===== config.mk =====
export PLATFORM = sky130hd
export DESIGN_NAME = hs_gate_ctrl
export DESIGN_NICKNAME = d
export VERILOG_FILES = /design/src/hs_gate_pkg.sv /design/src/hs_channel_monitor.sv /design/src/hs_gate_ctrl.sv
export SDC_FILE = /design/constraint.sdc
export NUM_CORES = 1
export LEC_CHECK = 0
export BUFFER_PORTS_ARGS = -buffer_cell sky130_fd_sc_hd__clkbuf_2
export CORE_MARGIN = 8
export CORE_UTILIZATION = 30
export CTS_CLUSTER_DIAMETER = 120
export DETAILED_ROUTE_END_ITERATION = 10
export SLEW_MARGIN = 30
export SYNTH_ARGS = -nofsm -noshare
export SYNTH_HDL_FRONTEND = slang
export SYNTH_HIERARCHICAL = 1
export SYNTH_SLANG_ARGS = --single-unit

===== constraint.sdc =====
create_clock -name I_CLK_SYS -period 6.95 [get_ports I_CLK_SYS]
set_input_delay 1.39 -clock I_CLK_SYS [delete_from_list [all_inputs] [get_ports I_CLK_SYS]]
set_output_delay 1.39 -clock I_CLK_SYS [all_outputs]
set_load 0.05 [all_outputs]

===== src/hs_gate_pkg.sv =====
// Constants, register map and threshold decode for the high-side gate logic.
// Assumes a 10 MHz system clock and a plain strobe-based register port.
package hs_gate_pkg;
  localparam int NUM_CH = 7;
  localparam int MV_W = 16;
  localparam int THR_W = 4;
  localparam int SLEW_W = 2;
  localparam int ADDR_W = 8;
  localparam int DATA_W = 32;
  localparam int IRQ_W = 6;

  // Channel 5 and 7 carry the override; 2, 4, 6 see the boost rail
  localparam logic [NUM_CH-1:0] OVR_CH_MASK = 7'h50;
  localparam logic [NUM_CH-1:0] BOOST_CH_MASK = 7'h2A;

  localparam logic [ADDR_W-1:0] ADDR_CTRL = 8'h00;
  localparam logic [ADDR_W-1:0] ADDR_OVERRIDE = 8'h04;
  localparam logic [ADDR_W-1:0] ADDR_SLEW_RISE = 8'h08;
  localparam logic [ADDR_W-1:0] ADDR_SLEW_FALL = 8'h0C;
  localparam logic [ADDR_W-1:0] ADDR_VDS_THR = 8'h10;
  localparam logic [ADDR_W-1:0] ADDR_VSRC_THR = 8'h14;
  localparam logic [ADDR_W-1:0] ADDR_VDS_BOOST_THR = 8'h18;
  localparam logic [ADDR_W-1:0] ADDR_FBK_SEL = 8'h1C;
  localparam logic [ADDR_W-1:0] ADDR_STATUS = 8'h20;
  localparam logic [ADDR_W-1:0] ADDR_IRQ_STATUS = 8'h24;
  localparam logic [ADDR_W-1:0] ADDR_IRQ_MASK = 8'h28;

  localparam int CTRL_CLK_DIS_BIT = 0;
  localparam int CTRL_BOOST_DIS_BIT = 1;
  localparam logic [1:0] CTRL_RESET = 2'h0;

  localparam int IRQ_PREDRIVE_UV = 0;
  localparam int IRQ_FIVE_UV = 1;
  localparam int IRQ_BOOST_UV = 2;
  localparam int IRQ_CLK_LOSS = 3;
  localparam int IRQ_VDS_FAULT = 4;
  localparam int IRQ_DRV_OFF = 5;

  localparam int STAT_CMD_LSB = 0;
  localparam int STAT_VDS_LSB = 7;
  localparam int STAT_VSRC_LSB = 14;
  localparam int STAT_GLOBAL_DRIVER_ENABLE_PIN_BIT = 21;

  localparam logic [SLEW_W-1:0] SLEW_300 = 2'h0;
  localparam logic [SLEW_W-1:0] SLEW_50 = 2'h1;
  localparam logic [SLEW_W-1:0] SLEW_25 = 2'h2;
  localparam logic [SLEW_W-1:0] SLEW_12P5 = 2'h3;

  localparam logic [MV_W-1:0] THR_STEP_FINE_MV = 16'h0064;
  localparam logic [MV_W-1:0] THR_STEP_COARSE_MV = 16'h01F4;
  localparam logic [THR_W-1:0] THR_FINE_BASE = 4'h8;

  // Threshold code to millivolts; unlisted codes read as 0 V
  function automatic logic [MV_W-1:0] thr_to_mv(input logic [THR_W-1:0] code);
    logic [MV_W-1:0] mv;
    mv = 16'h0000;
    if (code >= 4'h1 && code <= 4'h7) begin
      mv = MV_W'(code * THR_STEP_COARSE_MV);
    end else if (code >= 4'h9 && code <= 4'hC) begin
      mv = MV_W'((code - THR_FINE_BASE) * THR_STEP_FINE_MV);
    end
    return mv;
  endfunction
endpackage


===== src/hs_channel_monitor.sv =====
// Per-channel drain-source and source-ground comparators.
// Assumes all voltages are given as millivolt codes on a common scale.
`timescale 1ns/1ns
module hs_channel_monitor #(
  parameter bit HAS_BOOST = 1'b0
) (
  input wire logic [hs_gate_pkg::MV_W-1:0] i_source_mv,
  input wire logic [hs_gate_pkg::MV_W-1:0] i_batt_mv,
  input wire logic [hs_gate_pkg::MV_W-1:0] i_boost_mv,
  input wire logic [hs_gate_pkg::MV_W-1:0] i_ground_mv,
  input wire logic [hs_gate_pkg::THR_W-1:0] i_vds_thr,
  input wire logic [hs_gate_pkg::THR_W-1:0] i_vds_boost_thr,
  input wire logic [hs_gate_pkg::THR_W-1:0] i_vsrc_thr,
  output logic o_vds_batt,
  output logic o_vds_boost,
  output logic o_vsrc
);
  import hs_gate_pkg::*;

  logic [MV_W:0] src_plus_vds;
  logic [MV_W:0] src_plus_boost;
  logic [MV_W:0] gnd_plus_src;

  // Source plus threshold below drain equals source below drain minus it
  always_comb begin
    src_plus_vds = {1'b0, i_source_mv} + {1'b0, thr_to_mv(i_vds_thr)};
    src_plus_boost = {1'b0, i_source_mv} + {1'b0, thr_to_mv(i_vds_boost_thr)};
    gnd_plus_src = {1'b0, i_ground_mv} + {1'b0, thr_to_mv(i_vsrc_thr)};
    o_vds_batt = src_plus_vds < {1'b0, i_batt_mv};
    o_vds_boost = HAS_BOOST && (src_plus_boost < {1'b0, i_boost_mv});
    o_vsrc = {1'b0, i_source_mv} > gnd_plus_src;
  end
endmodule // hs_channel_monitor


===== src/hs_gate_ctrl.sv =====
// High-side gate command logic for seven channels with register port.
// Assumes inputs synchronous to I_CLK_SYS and voltages in millivolt codes.
`timescale 1ns/1ns
module hs_gate_ctrl (
  input wire logic I_CLK_SYS,
  input wire logic I_ARST_N,
  input wire logic [hs_gate_pkg::NUM_CH-1:0] I_CHANNEL_IN,
  input wire logic I_GLOBAL_DRIVER_ENABLE_PIN,
  input wire logic I_PREDRIVE_SUPPLY_UNDERVOLTAGE,
  input wire logic I_FIVE_VOLT_UNDERVOLTAGE,
  input wire logic I_BOOST_UNDERVOLTAGE,
  input wire logic I_CLK_LOCKED,
  input wire logic [hs_gate_pkg::NUM_CH*hs_gate_pkg::MV_W-1:0] I_SOURCE_MV,
  input wire logic [hs_gate_pkg::MV_W-1:0] I_BATTERY_RAIL_MV,
  input wire logic [hs_gate_pkg::MV_W-1:0] I_BOOST_RAIL_MV,
  input wire logic [hs_gate_pkg::MV_W-1:0] I_POWER_GROUND_MV,
  input wire logic I_FBK_SEL_STROBE,
  input wire logic [hs_gate_pkg::NUM_CH-1:0] I_FBK_SEL_BOOST,
  input wire logic [hs_gate_pkg::ADDR_W-1:0] I_ADDR,
  input wire logic [hs_gate_pkg::DATA_W-1:0] I_WDATA,
  input wire logic I_WR,
  input wire logic I_RD,
  output logic [hs_gate_pkg::DATA_W-1:0] O_RDATA,
  output logic [hs_gate_pkg::NUM_CH-1:0] O_GATE_HIGH,
  output logic [hs_gate_pkg::NUM_CH*hs_gate_pkg::SLEW_W-1:0] O_SLEW_RISE,
  output logic [hs_gate_pkg::NUM_CH*hs_gate_pkg::SLEW_W-1:0] O_SLEW_FALL,
  output logic [hs_gate_pkg::NUM_CH-1:0] O_VDS_BATT_FLAG,
  output logic [hs_gate_pkg::NUM_CH-1:0] O_VDS_BOOST_FLAG,
  output logic [hs_gate_pkg::NUM_CH-1:0] O_VDS_DIAG_FLAG,
  output logic [hs_gate_pkg::NUM_CH-1:0] O_VSRC_FLAG,
  output logic O_IRQ
);
  import hs_gate_pkg::*;

  localparam int SLEW_BITS = NUM_CH * SLEW_W;
  localparam int THR_BITS = NUM_CH * THR_W;

  // Configuration registers
  logic [1:0] ctrl_reg;
  logic [1:0] ctrl_next;
  logic [NUM_CH-1:0] ovr_reg;
  logic [NUM_CH-1:0] ovr_next;
  logic [SLEW_BITS-1:0] slew_rise_reg;
  logic [SLEW_BITS-1:0] slew_rise_next;
  logic [SLEW_BITS-1:0] slew_fall_reg;
  logic [SLEW_BITS-1:0] slew_fall_next;
  logic [THR_BITS-1:0] vds_thr_reg;
  logic [THR_BITS-1:0] vds_thr_next;
  logic [THR_BITS-1:0] vsrc_thr_reg;
  logic [THR_BITS-1:0] vsrc_thr_next;
  logic [THR_BITS-1:0] boost_thr_reg;
  logic [THR_BITS-1:0] boost_thr_next;
  logic [NUM_CH-1:0] fbk_sel_reg;
  logic [NUM_CH-1:0] fbk_sel_next;

  // Interrupt state
  logic [IRQ_W-1:0] irq_status_reg;
  logic [IRQ_W-1:0] irq_status_next;
  logic [IRQ_W-1:0] irq_mask_reg;
  logic [IRQ_W-1:0] irq_mask_next;
  logic [IRQ_W-1:0] cond_prev_reg;
  logic [IRQ_W-1:0] cond_now;
  logic [IRQ_W-1:0] irq_event;
  logic irq_reg;
  logic irq_next;

  // Monitor and read path
  logic [NUM_CH-1:0] vds_batt_raw;
  logic [NUM_CH-1:0] vds_boost_raw;
  logic [NUM_CH-1:0] vsrc_raw;
  logic [NUM_CH-1:0] vds_diag_raw;
  logic [NUM_CH-1:0] vds_batt_reg;
  logic [NUM_CH-1:0] vds_boost_reg;
  logic [NUM_CH-1:0] vds_diag_reg;
  logic [NUM_CH-1:0] vsrc_reg;
  logic [DATA_W-1:0] rdata_reg;
  logic [DATA_W-1:0] rdata_next;

  // Gating terms
  logic all_off;
  logic [NUM_CH-1:0] enable_ok;
  logic [NUM_CH-1:0] gated_cmd;

  logic wr_ctrl;
  logic wr_ovr;
  logic wr_rise;
  logic wr_fall;
  logic wr_vds;
  logic wr_vsrc;
  logic wr_boost;
  logic wr_irq_stat;
  logic wr_irq_mask;

  // Any global off condition; reset is part of it so no clock is needed
  always_comb begin
    all_off = !I_ARST_N
      || I_PREDRIVE_SUPPLY_UNDERVOLTAGE
      || I_FIVE_VOLT_UNDERVOLTAGE
      || (I_BOOST_UNDERVOLTAGE && ctrl_reg[CTRL_BOOST_DIS_BIT])
      || (!I_CLK_LOCKED && ctrl_reg[CTRL_CLK_DIS_BIT]);
  end

  genvar ch;
  generate
    for (ch = 0; ch < NUM_CH; ch++) begin : g_ch
      // Enable or, on the override channels only, the override bit
      assign enable_ok[ch] = I_GLOBAL_DRIVER_ENABLE_PIN
        || (ovr_reg[ch] && OVR_CH_MASK[ch]);
      // Purely combinational so an off condition acts in the same cycle
      assign gated_cmd[ch] = I_CHANNEL_IN[ch] && enable_ok[ch]
        && !all_off;
      // Drain reference for the single diagnostic result per channel
      assign vds_diag_raw[ch] = (BOOST_CH_MASK[ch] && fbk_sel_reg[ch])
        ? vds_boost_raw[ch] : vds_batt_raw[ch];

      hs_channel_monitor #(
        .HAS_BOOST(BOOST_CH_MASK[ch])
      ) u_mon (
        .i_source_mv(I_SOURCE_MV[ch*MV_W +: MV_W]),
        .i_batt_mv(I_BATTERY_RAIL_MV),
        .i_boost_mv(I_BOOST_RAIL_MV),
        .i_ground_mv(I_POWER_GROUND_MV),
        .i_vds_thr(vds_thr_reg[ch*THR_W +: THR_W]),
        .i_vds_boost_thr(boost_thr_reg[ch*THR_W +: THR_W]),
        .i_vsrc_thr(vsrc_thr_reg[ch*THR_W +: THR_W]),
        .o_vds_batt(vds_batt_raw[ch]),
        .o_vds_boost(vds_boost_raw[ch]),
        .o_vsrc(vsrc_raw[ch])
      );
    end
  endgenerate

  // Gate drive follows the gated command without a register stage
  assign O_GATE_HIGH = gated_cmd;

  // Address decode for writes
  always_comb begin
    wr_ctrl = 1'b0;
    wr_ovr = 1'b0;
    wr_rise = 1'b0;
    wr_fall = 1'b0;
    wr_vds = 1'b0;
    wr_vsrc = 1'b0;
    wr_boost = 1'b0;
    wr_irq_stat = 1'b0;
    wr_irq_mask = 1'b0;
    if (I_WR) begin
      if (I_ADDR == ADDR_CTRL) begin
        wr_ctrl = 1'b1;
      end else if (I_ADDR == ADDR_OVERRIDE) begin
        wr_ovr = 1'b1;
      end else if (I_ADDR == ADDR_SLEW_RISE) begin
        wr_rise = 1'b1;
      end else if (I_ADDR == ADDR_SLEW_FALL) begin
        wr_fall = 1'b1;
      end else if (I_ADDR == ADDR_VDS_THR) begin
        wr_vds = 1'b1;
      end else if (I_ADDR == ADDR_VSRC_THR) begin
        wr_vsrc = 1'b1;
      end else if (I_ADDR == ADDR_VDS_BOOST_THR) begin
        wr_boost = 1'b1;
      end else if (I_ADDR == ADDR_IRQ_STATUS) begin
        wr_irq_stat = 1'b1;
      end else if (I_ADDR == ADDR_IRQ_MASK) begin
        wr_irq_mask = 1'b1;
      end
    end
  end

  // Configuration next values
  always_comb begin
    ctrl_next = ctrl_reg;
    ovr_next = ovr_reg;
    slew_rise_next = slew_rise_reg;
    slew_fall_next = slew_fall_reg;
    vds_thr_next = vds_thr_reg;
    vsrc_thr_next = vsrc_thr_reg;
    boost_thr_next = boost_thr_reg;
    fbk_sel_next = fbk_sel_reg;
    if (wr_ctrl) begin
      ctrl_next = I_WDATA[1:0];
    end
    if (wr_ovr) begin
      ovr_next = I_WDATA[NUM_CH-1:0] & OVR_CH_MASK;
    end
    if (wr_rise) begin
      slew_rise_next = I_WDATA[SLEW_BITS-1:0];
      // Falling edge follows so the absolute slew stays matched
      slew_fall_next = I_WDATA[SLEW_BITS-1:0];
    end else if (wr_fall) begin
      slew_fall_next = I_WDATA[SLEW_BITS-1:0];
    end
    if (wr_vds) begin
      vds_thr_next = I_WDATA[THR_BITS-1:0];
    end
    if (wr_vsrc) begin
      vsrc_thr_next = I_WDATA[THR_BITS-1:0];
    end
    if (wr_boost) begin
      boost_thr_next = I_WDATA[THR_BITS-1:0] & {NUM_CH{4'hF}};
    end
    if (I_FBK_SEL_STROBE) begin
      fbk_sel_next = I_FBK_SEL_BOOST & BOOST_CH_MASK;
    end
  end

  always_ff @(posedge I_CLK_SYS or negedge I_ARST_N) begin
    if (!I_ARST_N) begin
      ctrl_reg <= CTRL_RESET;
      ovr_reg <= '0;
      slew_rise_reg <= '0;
      slew_fall_reg <= '0;
      vds_thr_reg <= '0;
      vsrc_thr_reg <= '0;
      boost_thr_reg <= '0;
      fbk_sel_reg <= '0;
    end else begin
      ctrl_reg <= ctrl_next;
      ovr_reg <= ovr_next;
      slew_rise_reg <= slew_rise_next;
      slew_fall_reg <= slew_fall_next;
      vds_thr_reg <= vds_thr_next;
      vsrc_thr_reg <= vsrc_thr_next;
      boost_thr_reg <= boost_thr_next;
      fbk_sel_reg <= fbk_sel_next;
    end
  end

  // Slew codes go straight to the analog drive stages
  assign O_SLEW_RISE = slew_rise_reg;
  assign O_SLEW_FALL = slew_fall_reg;

  // Events are rising edges of the shutdown conditions and of the OR of all VDS diagnostic flags
  always_comb begin
    cond_now = '0;
    cond_now[IRQ_PREDRIVE_UV] = I_PREDRIVE_SUPPLY_UNDERVOLTAGE;
    cond_now[IRQ_FIVE_UV] = I_FIVE_VOLT_UNDERVOLTAGE;
    cond_now[IRQ_BOOST_UV] = I_BOOST_UNDERVOLTAGE
      && ctrl_reg[CTRL_BOOST_DIS_BIT];
    cond_now[IRQ_CLK_LOSS] = !I_CLK_LOCKED && ctrl_reg[CTRL_CLK_DIS_BIT];
    cond_now[IRQ_VDS_FAULT] = |vds_diag_reg;
    cond_now[IRQ_DRV_OFF] = !I_GLOBAL_DRIVER_ENABLE_PIN;
    irq_event = cond_now & ~cond_prev_reg;
  end

  // Write one to clear; a new event in the same cycle keeps the bit set
  always_comb begin
    irq_status_next = irq_status_reg;
    irq_mask_next = irq_mask_reg;
    if (wr_irq_stat) begin
      irq_status_next = irq_status_reg & ~I_WDATA[IRQ_W-1:0];
    end
    irq_status_next = irq_status_next | irq_event;
    if (wr_irq_mask) begin
      irq_mask_next = I_WDATA[IRQ_W-1:0];
    end
    irq_next = |(irq_status_next & irq_mask_next);
  end

  always_ff @(posedge I_CLK_SYS or negedge I_ARST_N) begin
    if (!I_ARST_N) begin
      irq_status_reg <= '0;
      irq_mask_reg <= '0;
      // Enable taken as already low, so release gives no false fall event
      cond_prev_reg <= IRQ_W'(1 << IRQ_DRV_OFF);
      irq_reg <= 1'b0;
    end else begin
      irq_status_reg <= irq_status_next;
      irq_mask_reg <= irq_mask_next;
      cond_prev_reg <= cond_now;
      irq_reg <= irq_next;
    end
  end

  assign O_IRQ = irq_reg;

  // Comparator results registered before leaving the block
  always_ff @(posedge I_CLK_SYS or negedge I_ARST_N) begin
    if (!I_ARST_N) begin
      vds_batt_reg <= '0;
      vds_boost_reg <= '0;
      vds_diag_reg <= '0;
      vsrc_reg <= '0;
    end else begin
      vds_batt_reg <= vds_batt_raw;
      vds_boost_reg <= vds_boost_raw;
      vds_diag_reg <= vds_diag_raw;
      vsrc_reg <= vsrc_raw;
    end
  end

  assign O_VDS_BATT_FLAG = vds_batt_reg;
  assign O_VDS_BOOST_FLAG = vds_boost_reg;
  assign O_VDS_DIAG_FLAG = vds_diag_reg;
  assign O_VSRC_FLAG = vsrc_reg;

  // Read mux; data valid only in the cycle after the strobe
  always_comb begin
    rdata_next = '0;
    if (I_RD) begin
      if (I_ADDR == ADDR_CTRL) begin
        rdata_next[1:0] = ctrl_reg;
      end else if (I_ADDR == ADDR_OVERRIDE) begin
        rdata_next[NUM_CH-1:0] = ovr_reg;
      end else if (I_ADDR == ADDR_SLEW_RISE) begin
        rdata_next[SLEW_BITS-1:0] = slew_rise_reg;
      end else if (I_ADDR == ADDR_SLEW_FALL) begin
        rdata_next[SLEW_BITS-1:0] = slew_fall_reg;
      end else if (I_ADDR == ADDR_VDS_THR) begin
        rdata_next[THR_BITS-1:0] = vds_thr_reg;
      end else if (I_ADDR == ADDR_VSRC_THR) begin
        rdata_next[THR_BITS-1:0] = vsrc_thr_reg;
      end else if (I_ADDR == ADDR_VDS_BOOST_THR) begin
        rdata_next[THR_BITS-1:0] = boost_thr_reg;
      end else if (I_ADDR == ADDR_FBK_SEL) begin
        rdata_next[NUM_CH-1:0] = fbk_sel_reg;
      end else if (I_ADDR == ADDR_STATUS) begin
        rdata_next[STAT_CMD_LSB +: NUM_CH] = gated_cmd;
        rdata_next[STAT_VDS_LSB +: NUM_CH] = vds_diag_reg;
        rdata_next[STAT_VSRC_LSB +: NUM_CH] = vsrc_reg;
        rdata_next[STAT_GLOBAL_DRIVER_ENABLE_PIN_BIT] = I_GLOBAL_DRIVER_ENABLE_PIN;
      end else if (I_ADDR == ADDR_IRQ_STATUS) begin
        rdata_next[IRQ_W-1:0] = irq_status_reg;
      end else if (I_ADDR == ADDR_IRQ_MASK) begin
        rdata_next[IRQ_W-1:0] = irq_mask_reg;
      end
    end
  end

  always_ff @(posedge I_CLK_SYS or negedge I_ARST_N) begin
    if (!I_ARST_N) begin
      rdata_reg <= '0;
    end else begin
      rdata_reg <= rdata_next;
    end
  end

  assign O_RDATA = rdata_reg;
endmodule // hs_gate_ctrl


After elaboration in Yosys (flattened, before gate mapping)
Index checks and enable logic that the tools add are counted.
{"block": "totals", "reg_bits": 190, "in_bits": 224, "output_inout_bits": 96}
{"block": "op_classes", "n_addsub": 34, "multipliers": 34, "magnitude_cmp": 85, "eq_ne": 10, "n_mux": 123, "bitwise": 6, "reduce_logical": 64}
{"op": "16-bit 2-to-1 mux", "count": 44}
{"op": "16-bit by 16-bit adder with 17-bit output", "count": 17}
{"op": "16-bit by 5-bit multiplier with 14-bit output (second input constant)", "count": 17}
{"op": "4-bit by 7-bit multiplier with 11-bit output (second input constant)", "count": 17}
{"op": "17-bit by 16-bit less-than comparator with 1-bit output", "count": 10}
{"op": "16-bit by 17-bit greater-than comparator with 1-bit output", "count": 7}
{"op": "4-bit by 4-bit subtractor with 5-bit output (second input constant)", "count": 17}
{"op": "14-bit 2-to-1 mux", "count": 6}
{"op": "28-bit 2-to-1 mux", "count": 3}
{"op": "4-bit by 1-bit greater-or-equal comparator with 1-bit output (second input constant)", "count": 17}
{"op": "4-bit greater-or-equal comparator (second input constant)", "count": 17}
{"op": "4-bit by 3-bit <= comparator with 1-bit output (second input constant)", "count": 17}
{"op": "4-bit <= comparator (second input constant)", "count": 17}
{"op": "1-bit 2-to-1 mux", "count": 57}
{"op": "1-bit logical AND", "count": 50}
{"op": "6-bit 2-to-1 mux", "count": 6}
{"op": "8-bit by 5-bit == test with 1-bit output (second input constant)", "count": 4}
{"op": "26-bit 2-to-1 mux", "count": 1}
{"op": "8-bit by 6-bit == test with 1-bit output (second input constant)", "count": 3}
{"op": "22-bit 2-to-1 mux", "count": 1}
{"op": "21-bit 2-to-1 mux", "count": 1}
{"op": "6-bit AND", "count": 3}
{"op": "8-bit by 4-bit == test with 1-bit output (second input constant)", "count": 2}
{"op": "15-bit 2-to-1 mux", "count": 1}
{"op": "11 further kinds", "count": 21}

Depth between registers and ports, before layout
Gate-level depths: netlist of the first run.
{"block": "logic_depth", "word_depth": 26, "ltp_mapped": 26, "mapped_depth_nobuf": 26}

By module
Netlist of the first run, hierarchy kept.
{"module": "hs_channel_monitor (g_ch[0].u_mon ...)", "instances": 2, "cells_per_inst": 536, "area_per_inst_um2": 4227.8}
{"module": "hs_gate_ctrl", "instances": 1, "cells_per_inst": 620, "area_per_inst_um2": 8044.0}
{"module": "hs_channel_monitor (g_ch[5].u_mon)", "instances": 1, "cells_per_inst": 780, "area_per_inst_um2": 6237.2}
{"module": "hs_channel_monitor (g_ch[3].u_mon)", "instances": 1, "cells_per_inst": 790, "area_per_inst_um2": 6183.4}
{"module": "hs_channel_monitor (g_ch[1].u_mon)", "instances": 1, "cells_per_inst": 751, "area_per_inst_um2": 6033.3}
{"module": "hs_channel_monitor (g_ch[6].u_mon)", "instances": 1, "cells_per_inst": 521, "area_per_inst_um2": 4146.5}
{"module": "hs_channel_monitor (g_ch[2].u_mon)", "instances": 1, "cells_per_inst": 508, "area_per_inst_um2": 4065.1}

Least setup slack after synthesis of the first run
Ideal clock, no wire load.
{"block": "synth_path", "path_kind": "register to register", "startpoint": "register vsrc_thr_reg[19]", "endpoint": "register vsrc_reg[4], in the netlist O_VSRC_FLAG[4]", "setup_time_ns": 0.122, "arrival_time_ns": 5.295, "required_ns": 6.828, "setup_slack_ns": 1.533, "stages_incl_launch_ff": 25, "n_path_buf": 1, "period_less_slack_ns": 5.417, "path_cell_list": "dfrtp_1 -> inv_1 -> ha_1 -> xor2_1 -> fa_1 -> inv_1 -> ha_1 -> a21o_1 -> a21oi_1 -> xnor2_1 -> o22ai_1 -> ha_1 -> clkbuf_1 -> a21o_1 -> a21o_1 -> a21oi_1 -> o21ai_0 -> a211oi_2 -> xor2_1 -> ha_1 -> nor2b_1 -> a2111oi_0 -> o2111ai_1 -> nand2_1 -> a21oi_1"}
{"block": "synth_between", "elab_chain_len": 6, "elab_cells_between_ends": 13, "cone_classes": "add/sub: 2; mul: 2; order compare: 5; mux: 2; reduce/logical: 2"}
{"item": "start, declared", "line": "hs_gate_ctrl.sv:49", "source": "logic [THR_BITS-1:0] vsrc_thr_reg;"}
{"item": "start signal, assigned", "line": "hs_gate_ctrl.sv:223", "source": "vsrc_thr_reg <= vsrc_thr_next;"}
{"item": "4-bit by 4-bit subtractor with 5-bit output, or another cell as far along", "line": "hs_gate_pkg.sv:60", "source": "mv = MV_W'((code - THR_FINE_BASE) * THR_STEP_FINE_MV);"}
{"item": "16-bit by 5-bit multiplier with 14-bit output / 1-bit logical AND (equally long branches)", "line": "hs_gate_pkg.sv:60, hs_gate_pkg.sv:59"}
{"item": "16-bit 2-to-1 mux", "line": "hs_gate_pkg.sv:59", "source": "end else if (code >= 4'h9 && code <= 4'hC) begin"}
{"item": "16-bit 2-to-1 mux *", "line": "hs_gate_pkg.sv:57", "source": "if (code >= 4'h1 && code <= 4'h7) begin"}
{"item": "16-bit by 16-bit adder with 17-bit output *", "line": "hs_channel_monitor.sv:28", "source": "gnd_plus_src = {1'b0, i_ground_mv} + {1'b0, thr_to_mv(i_vsrc_thr)};"}
{"item": "16-bit by 17-bit greater-than comparator with 1-bit output *", "line": "hs_channel_monitor.sv:31", "source": "o_vsrc = {1'b0, i_source_mv} > gnd_plus_src;"}
{"item": "net vsrc_raw[4]", "line": "hs_gate_ctrl.sv:70", "source": "logic [NUM_CH-1:0] vsrc_raw;"}
{"item": "end signal, assigned", "line": "hs_gate_ctrl.sv:288", "source": "vsrc_reg <= vsrc_raw;"}
{"item": "end, declared", "line": "hs_gate_ctrl.sv:75", "source": "logic [NUM_CH-1:0] vsrc_reg;"}
Mark *: on every way through the listed nets, which the timed path passes. The rest lies on a longest branch.
A chain may end at the register's enable or synchronous reset.

Worst setup path in the final report of the first run
{"block": "layout_path", "startpoint": "register boost_thr_reg[6]", "endpoint": "register vds_diag_reg[1], in the netlist O_VDS_DIAG_FLAG[1]"}
{"block": "layout_between", "elab_chain_len": 7, "elab_cells_between_ends": 14, "cone_classes": "add/sub: 2; mul: 2; order compare: 5; mux: 3; reduce/logical: 2"}
{"item": "start, declared", "line": "hs_gate_ctrl.sv:51", "source": "logic [THR_BITS-1:0] boost_thr_reg;"}
{"item": "start signal, assigned", "line": "hs_gate_ctrl.sv:224", "source": "boost_thr_reg <= boost_thr_next;"}
{"item": "4-bit by 4-bit subtractor with 5-bit output, or another cell as far along", "line": "hs_gate_pkg.sv:60"}
{"item": "16-bit by 5-bit multiplier with 14-bit output / 1-bit logical AND (equally long branches)", "line": "hs_gate_pkg.sv:60, hs_gate_pkg.sv:59"}
{"item": "16-bit 2-to-1 mux", "line": "hs_gate_pkg.sv:59"}
{"item": "16-bit 2-to-1 mux *", "line": "hs_gate_pkg.sv:57"}
{"item": "16-bit by 16-bit adder with 17-bit output *", "line": "hs_channel_monitor.sv:27", "source": "src_plus_boost = {1'b0, i_source_mv} + {1'b0, thr_to_mv(i_vds_boost_thr)};"}
{"item": "17-bit by 16-bit less-than comparator with 1-bit output *", "line": "hs_channel_monitor.sv:30", "source": "o_vds_boost = HAS_BOOST && (src_plus_boost < {1'b0, i_boost_mv});"}
{"item": "net vds_boost_raw[1]", "line": "hs_gate_ctrl.sv:69", "source": "logic [NUM_CH-1:0] vds_boost_raw;"}
{"item": "1-bit 2-to-1 mux *", "line": "hs_gate_ctrl.sv:114", "source": "? vds_boost_raw[ch] : vds_batt_raw[ch];"}
{"item": "net vds_diag_raw[1]", "line": "hs_gate_ctrl.sv:71", "source": "logic [NUM_CH-1:0] vds_diag_raw;"}
{"item": "end signal, assigned", "line": "hs_gate_ctrl.sv:287", "source": "vds_diag_reg <= vds_diag_raw;"}
{"item": "end, declared", "line": "hs_gate_ctrl.sv:74", "source": "logic [NUM_CH-1:0] vds_diag_reg;"}
Marked as above.

==> results of run 1 <==
==> stage by stage <==
step	std cells	total power, mW	area, um2	setup slack, ps	util
finish	7255	5.533	47750	554.2	0.3332
global route	7247	5.992	47730	107.9	0.3331
CTS	7246	5.555	47710	574.1	0.3329
detailed placement	7214	4.430	47070	623.3	0.3284
global placement	7213	4.360	47040	816.1	0.3283
floorplan	5045	3.504	43180	1533	-
==> metal layers <==
metal / vias to the layer above / part of all wire / global-route usage / routed length, um
met5: - / 0.00018 / 0 / 27
met4: 4 / 0.024 / 0.04051 / 3522
met3: 144 / 0.067 / 0.03571 / 9978
met2: 989 / 0.44 / 0.2955 / 66050
met1: 18300 / 0.47 / 0.2516 / 69380
li1: 18510 / - / - / -
==> Yosys cell counts (22+ instances only) <==
cell	n	area, um2
inv_1	557	2091
a21o_1	195	1464
o31ai_1	22	165.2
o211ai_1	23	172.7
nand3_1	145	725.7
a31oi_1	48	300.3
and3_1	32	200.2
dfrtp_1	189	4730
nand2_1	348	1306
a22oi_1	35	262.8
o21bai_1	42	315.3
nor2_1	237	889.6
o21ai_0	215	1076
clkbuf_1	48	180.2
nand4_1	51	319.1
nor2b_1	91	569.3
ha_1	1048	13110
fa_1	187	3744
o21a_1	62	465.5
a21oi_1	331	1657
o22ai_1	53	331.6
o21ai_1	43	215.2
xnor2_1	199	1743
mux2_2	115	1295
nand2b_1	74	462.9
xor2_1	146	1279
nor3_1	87	435.4
a211oi_1	50	375.4
==> critical path, stage by stage (launching register included) <==
cell and delay (ps):
dfrtp_1 710, inv_1 260, fa_1 560, fa_1 510, inv_1 40, ha_1 330, a21oi_1 220, nor2_1 60
o21ai_0 300, xnor2_1 100, o22ai_1 240, ha_1 320, a21o_1 190, a21o_1 180, a21oi_1 140, o21ai_0 150
xor2_1 180, ha_1 320, a21oi_1 160, a21boi_0 90, a2111oi_0 340, o21ai_0 160, a31oi_1 480, mux2_2 270
==> power by group through the flow <==
stage	sequential, mW	combinational [mW]	clock (mW)
floorplan	1.38	2.12	0
global placement	1.32	3.04	0
detailed placement	1.32	3.11	0
CTS	1.30	3.13	1.12
global route	1.31	3.51	1.17
finish	1.30	3.13	1.10
==> area by class of cell <==
class | instances | share of cell area
Multi-Input combinational cell | 4218 | 0.7540
Sequential cell | 190 | 0.09959
Tap cell | 1903 | 0.04986
Inverter | 558 | 0.04386
Timing Repair Buffer | 346 | 0.03888
Clock buffer | 17 | 0.008908
Clock inverter | 15 | 0.004454
Antenna cell | 8 | 0.0004192
==> cells in the final DEF (no fill, tap or decap), drive strengths merged, types with 53 or more instances in the layout <==
master,synthesis,routed
mux2,135,135
xnor2,199,199
nor2,239,239
clkbuf,48,323
dfrtp,189,189
nand2,348,348
a21oi,336,336
nand3,145,145
fa,187,187
ha,1048,1048
nand2b,75,75
inv,557,568
o21ai,264,264
nor3,88,88
nor2b,94,94
o21a,63,63
o22ai,53,53
xor2,147,147
a211oi,54,54
a21o,198,198
==> cell families (layout without fill, tap and decap cells) <==
group | count (synthesis) | after routing | share of synthesized area
AOI/OAI and AO/OA | 1301 | 1301 | 0.1981
adders and majority gates | 1235 | 1235 | 0.3905
and+or+nand+nor | 1180 | 1180 | 0.1346
buffers and inverters | 637 | 936 | 0.05722
xor gates and xnor gates | 346 | 346 | 0.07038
DFF | 190 | 190 | 0.1102
muxes | 148 | 148 | 0.03861
other | 5 | 16 | 0.0004348
==> worst min path at each step <==
stage,from,endpoint,slack [ps],cells past startpoint
3_3_place_gp,cond_prev_reg[2]$_DFF_PN0_,irq_status_reg[2]$_DFF_PN0_,430,1
2_1_floorplan,cond_prev_reg[2]$_DFF_PN0_,irq_status_reg[2]$_DFF_PN0_,400,1
3_5_place_dp,cond_prev_reg[3]$_DFF_PN0_,irq_status_reg[3]$_DFF_PN0_,440,1
4_1_cts,cond_prev_reg[3]$_DFF_PN0_,irq_status_reg[3]$_DFF_PN0_,460,1
6_report,cond_prev_reg[2]$_DFF_PN0_,irq_status_reg[2]$_DFF_PN0_,450,1
5_1_grt,cond_prev_reg[2]$_DFF_PN0_,irq_status_reg[2]$_DFF_PN0_,490,1
==> impl_metrics.env, run 1 <==
export IMPL_status="complete, no violations"
export IMPL_share_comb_of_total_power=0.566
export IMPL_grt_start_max_net_pins=81
export IMPL_fmax_mhz=156.4
export IMPL_clockBufferDepth=2
export IMPL_remaining_drc_errors=0
export IMPL_async_reset_ff_frac=1.000
export IMPL_r2r_end="O_VDS_DIAG_FLAG[1]$_DFF_PN0_"
export IMPL_ctsResizeCount=0
export IMPL_multi_input_area_um2=36010
export IMPL_critical_path_startpoint="boost_thr_reg[6]$_DFFE_PN0P_"
export IMPL_antenna_found_initial=15
export IMPL_cts_buffers=17
export IMPL_fin_skew_ps=16.82
export IMPL_synth_avg_cell_area_um2=8.561
export IMPL_port_buffer_count=307
export IMPL_route_detailed_wl_per_inst_um=20.53
export IMPL_hold_ws_ps=451.4
export IMPL_clkTransAtPathRegs_ps=90
export IMPL_max_cap_viol_count=0
export IMPL_fillers=14970
export IMPL_cts_setup_buffers=0
export IMPL_cp_end_kind="register"
export IMPL_cp_start_kind="register"
export IMPL_cts_tree="done"
export IMPL_gr_total_overflow=0
export IMPL_yosys_warnings=6
export IMPL_holdCritPathClass="register to register"
export IMPL_power_leakage_nw=24.91
export IMPL_p_switching_mw=2.635
export IMPL_grt_pass1_wl_um=223000
export IMPL_max_slew_worst_pin_slew_ps=1017
export IMPL_clk_latency_ps=490
export IMPL_crit_required_ps=7360
export IMPL_start_util=0.3012
export IMPL_place_congestion=0.9147
export IMPL_cp_max_fo=11
export IMPL_wl_um=149000
export IMPL_drtAntennaViolNets=0
export IMPL_root_buffer="clkbuf_16"
export IMPL_netlist_area_um2=43170
export IMPL_area_delta_synth_final_pct=10.63
export IMPL_synthCells=5042
export IMPL_post_route_period_util=0.9203
export IMPL_dp_hpwl_um=124300
export IMPL_switching_share=0.4763
export IMPL_cts_sinks=190
export IMPL_fp_row_count=139
export IMPL_vias=37940
export IMPL_intPower_mw=2.898
export IMPL_ys_flop_type="dfrtp_1"
export IMPL_fp_dieArea_um2=156300
export IMPL_final_max_slew_viol_count=0
export IMPL_critPathKind="register to register"
export IMPL_crit_end="O_VDS_DIAG_FLAG[1]$_DFF_PN0_"
export IMPL_dr_pass1_iters=6
export IMPL_vias_per_cell=5.230
export IMPL_yosysSeqAreaShare=0.1102
export IMPL_yosys_cell_types_count=107
export IMPL_powerDensity_nw_per_um2=115.9
export IMPL_setup_viol=0
export IMPL_htree_levels=4
export IMPL_slew_headroom=0.3193
export IMPL_cp_arrival_ps=6810
export IMPL_fin_crit_ps=6396
export IMPL_first_iter_violations=2795
export IMPL_grt_pass1_vias=37130
export IMPL_ctsHoldBuffers=0
export IMPL_r2r_cells=23
export IMPL_power_frac_clock=0.198
export IMPL_fp_dieW_um=395.3
export IMPL_ios=320
export IMPL_synth_edff_count=0
export IMPL_ys_ff_latch=190
export IMPL_nets=6790
export IMPL_seqCellArea_um2=4756
export IMPL_setup_tns_ps=0
export IMPL_core_um2=143300
export IMPL_drive_above_1_share=0.1067
export IMPL_track_usage=0.1827
export IMPL_r2r_setup_slack_ps=550
export IMPL_finalHoldViolCount=0
export IMPL_rsz0062_at_grt="no"
export IMPL_ir_drop_v=0.0002262
export IMPL_r2r_start="boost_thr_reg[6]$_DFFE_PN0P_"
export IMPL_die_h_um=395.3
export IMPL_seq_power_share=0.235
(Power assumes the default switching activity.)
==> run 2, diff against run 1 <==
Settings changed: CORE_UTILIZATION 30 to 50, PLACE_DENSITY from default to 0.68.
==> run 2 against run 1 <==
Non-clock buffer count down 14. Via count up 0.14%. Sequential share of layout area up 0.25 points. Clock skew up 4.6 ps. Worst hold slack worse by 5.6 ps. Global-route usage up 8.8 points. Cell count down 11%. Wire length down 10%. Power down 2.6%. Largest cell class unchanged. Highest routed layer unchanged.
==> impl_metrics.env, run 2 (synthesis results as in run 1) <==
export IMPL_worstPathCellList="inv_1, fa_1, fa_1, inv_1, ha_1, a21oi_1, nor2_1, o21ai_0, xnor2_1, o22ai_1, ha_1, a21o_1, a21o_1, a21oi_1, o21ai_0, xor2_1, ha_1, a21oi_1, a21boi_0, a2111oi_0, o21ai_0, a31oi_1, mux2_2"
export IMPL_cp_arrival_ps=6760
export IMPL_fmax_mhz=157.3
export IMPL_fp_dieW_um=309.8
export IMPL_grt_use_met2=0.4433
export IMPL_fin_skew_ps=21.40
export IMPL_p_switching_mw=2.506
export IMPL_area_delta_synth_final_pct=7.954
export IMPL_post_route_period_util=0.9148
export IMPL_drtAntennaViolNets=0
export IMPL_power_leakage_nw=24.80
export IMPL_use_met1=0.3683
export IMPL_crit_required_ps=7350
export IMPL_htree_levels=4
export IMPL_final_common_cell="ha_1"
export IMPL_clockBufferDepth=2
export IMPL_route_detailed_wl_per_inst_um=20.65
export IMPL_clkTransAtPathRegs_ps=80
export IMPL_fp_dieArea_um2=95990
export IMPL_wl_um=133800
export IMPL_seq_power_share=0.243
export IMPL_intPower_mw=2.885
export IMPL_remaining_drc_errors=0
export IMPL_share_comb_of_total_power=0.570
export IMPL_holdCritPathClass="register to register"
export IMPL_seqCellArea_um2=4756
export IMPL_cp_end_kind="register"
export IMPL_powerDensity_nw_per_um2=115.7
export IMPL_dr_pass1_iters=6
export IMPL_place_congestion=0.9511
export IMPL_setup_viol=0
export IMPL_first_iter_violations=2683
export IMPL_fin_cells=6477
export IMPL_grt_pass1_vias=36710
export IMPL_cts_buffers=17
export IMPL_multi_input_area_um2=36000
export IMPL_cts_setup_buffers=0
export IMPL_die_h_um=309.8
export IMPL_critPathKind="register to register"
export IMPL_max_stage_delay_ps=770
export IMPL_antenna_found_initial=9
export IMPL_dp_hpwl_um=109000
export IMPL_setup_tns_ps=0
export IMPL_max_slew_worst_pin_slew_ps=1006
export IMPL_cp_start_kind="register"
export IMPL_track_usage=0.2709
export IMPL_cp_max_fo=11
export IMPL_utilization=0.5456
export IMPL_drive_above_1_share=0.1036
export IMPL_nets=6776
export IMPL_clk_latency_ps=480
export IMPL_ir_drop_v=0.0002006
export IMPL_grt_start_max_net_pins=74
export IMPL_vias_per_cell=5.866
export IMPL_vias=37990
export IMPL_switching_share=0.4648
export IMPL_final_cell_mix="ha_1, inv_1, nand2_1"
export IMPL_pre_cts_ws_ps=677.4
export IMPL_final_max_slew_viol_count=0
export IMPL_core_um2=85410
export IMPL_port_buffer_count=307
export IMPL_ctsHoldBuffers=0
export IMPL_top_usage_layer="met2"
export IMPL_root_buffer="clkbuf_16"
export IMPL_power_frac_clock=0.187
export IMPL_critical_path_slowest_cell="dfrtp_1"
export IMPL_status="complete, no violations"
export IMPL_cts_sinks=190
export IMPL_use_met3=0.03333
export IMPL_cts_tree="done"
export IMPL_dp_cells=6442
export IMPL_slew_headroom=0.3289
export IMPL_fillers=8043
export IMPL_ctsResizeCount=0
export IMPL_fin_crit_ps=6358
export IMPL_start_util=0.5054
export IMPL_rsz0062_at_grt="no"
export IMPL_finalHoldViolCount=0
export IMPL_ios=320
export IMPL_grt_pass1_wl_um=204900
export IMPL_finalPower_mw=5.390
export IMPL_fin_ws_ps=591.8
export IMPL_max_cap_viol_count=0
export IMPL_gr_total_overflow=0
export IMPL_fp_row_count=107
## run 2: cell count changes in the layout (fill, tap and decap cells not counted), moves of 3 or more
cell,previous run,this run
buf_4,37,23
diode_2,8,5
inv_12,7,0
inv_6,1,4
## run 2: through the flow
step | hold slack [ps] | area (um2)
2_1_floorplan | 404.6 | 43180
3_3_place_gp | 426.1 | 46000
3_5_place_dp | 419.5 | 46010
4_1_cts | 445.0 | 46570
5_1_grt | 451.2 | 46590
6_report | 445.8 | 46600
## run 2: layout make-up
cell class                 instances  share of cell area
antenna                            5           0.0002685
clock inverter                    11            0.002739
clock buffer                      19            0.009290
sequential                       190              0.1021
timing repair buffer             332             0.03738
multi-input combinational       4218              0.7726
tap                             1144             0.03072
inverter                         558             0.04495
## run 2: worst max-delay path: cells and delay by family (launching register included)
family / cells / cell delay, ps
xor gates and xnor gates: 2 / 340
adders and majority gates: 5 / 2060
DFF: 1 / 770
AOI/OAI and AO/OA: 12 / 2520
buffers and inverters: 2 / 330
muxes: 1 / 240
and+or+nand+nor: 1 / 60
## run 2: metal layers
| layer | part of all wire | wire (um) |
|---|---|---|
| met1 | 0.45 | 60020 |
| met2 | 0.45 | 60450 |
| met3 | 0.058 | 7771 |
| met4 | 0.041 | 5501 |
| met5 | 0.000097 | 13 |
## run 2: worst paths after layout
kind | startpoint | to | slack (ps) | cells past startpoint
max | boost_thr_reg[6]$_DFFE_PN0P_ | O_VDS_DIAG_FLAG[1]$_DFF_PN0_ | 590 | 23
min | cond_prev_reg[2]$_DFF_PN0_ | irq_status_reg[2]$_DFF_PN0_ | 450 | 1
max reg2reg | boost_thr_reg[6]$_DFFE_PN0P_ | O_VDS_DIAG_FLAG[1]$_DFF_PN0_ | 590 | 23
min reg2reg | cond_prev_reg[2]$_DFF_PN0_ | irq_status_reg[2]$_DFF_PN0_ | 450 | 1
max in group asynchronous | I_ARST_N | O_VDS_BATT_FLAG[6]$_DFF_PN0_ | 4410 | 3
min in group asynchronous | I_ARST_N | O_VSRC_FLAG[3]$_DFF_PN0_ | 840 | 1
## run 2: power groups by stage
stage	clock network [mW]	registers [mW]	logic [mW]
after floorplan	0	1.38	2.12
after global placement	0	1.33	2.96
after detailed placement	0	1.33	3.03
after CTS	1.02	1.31	3.06
after global routing	1.06	1.32	3.44
final	1.01	1.31	3.07
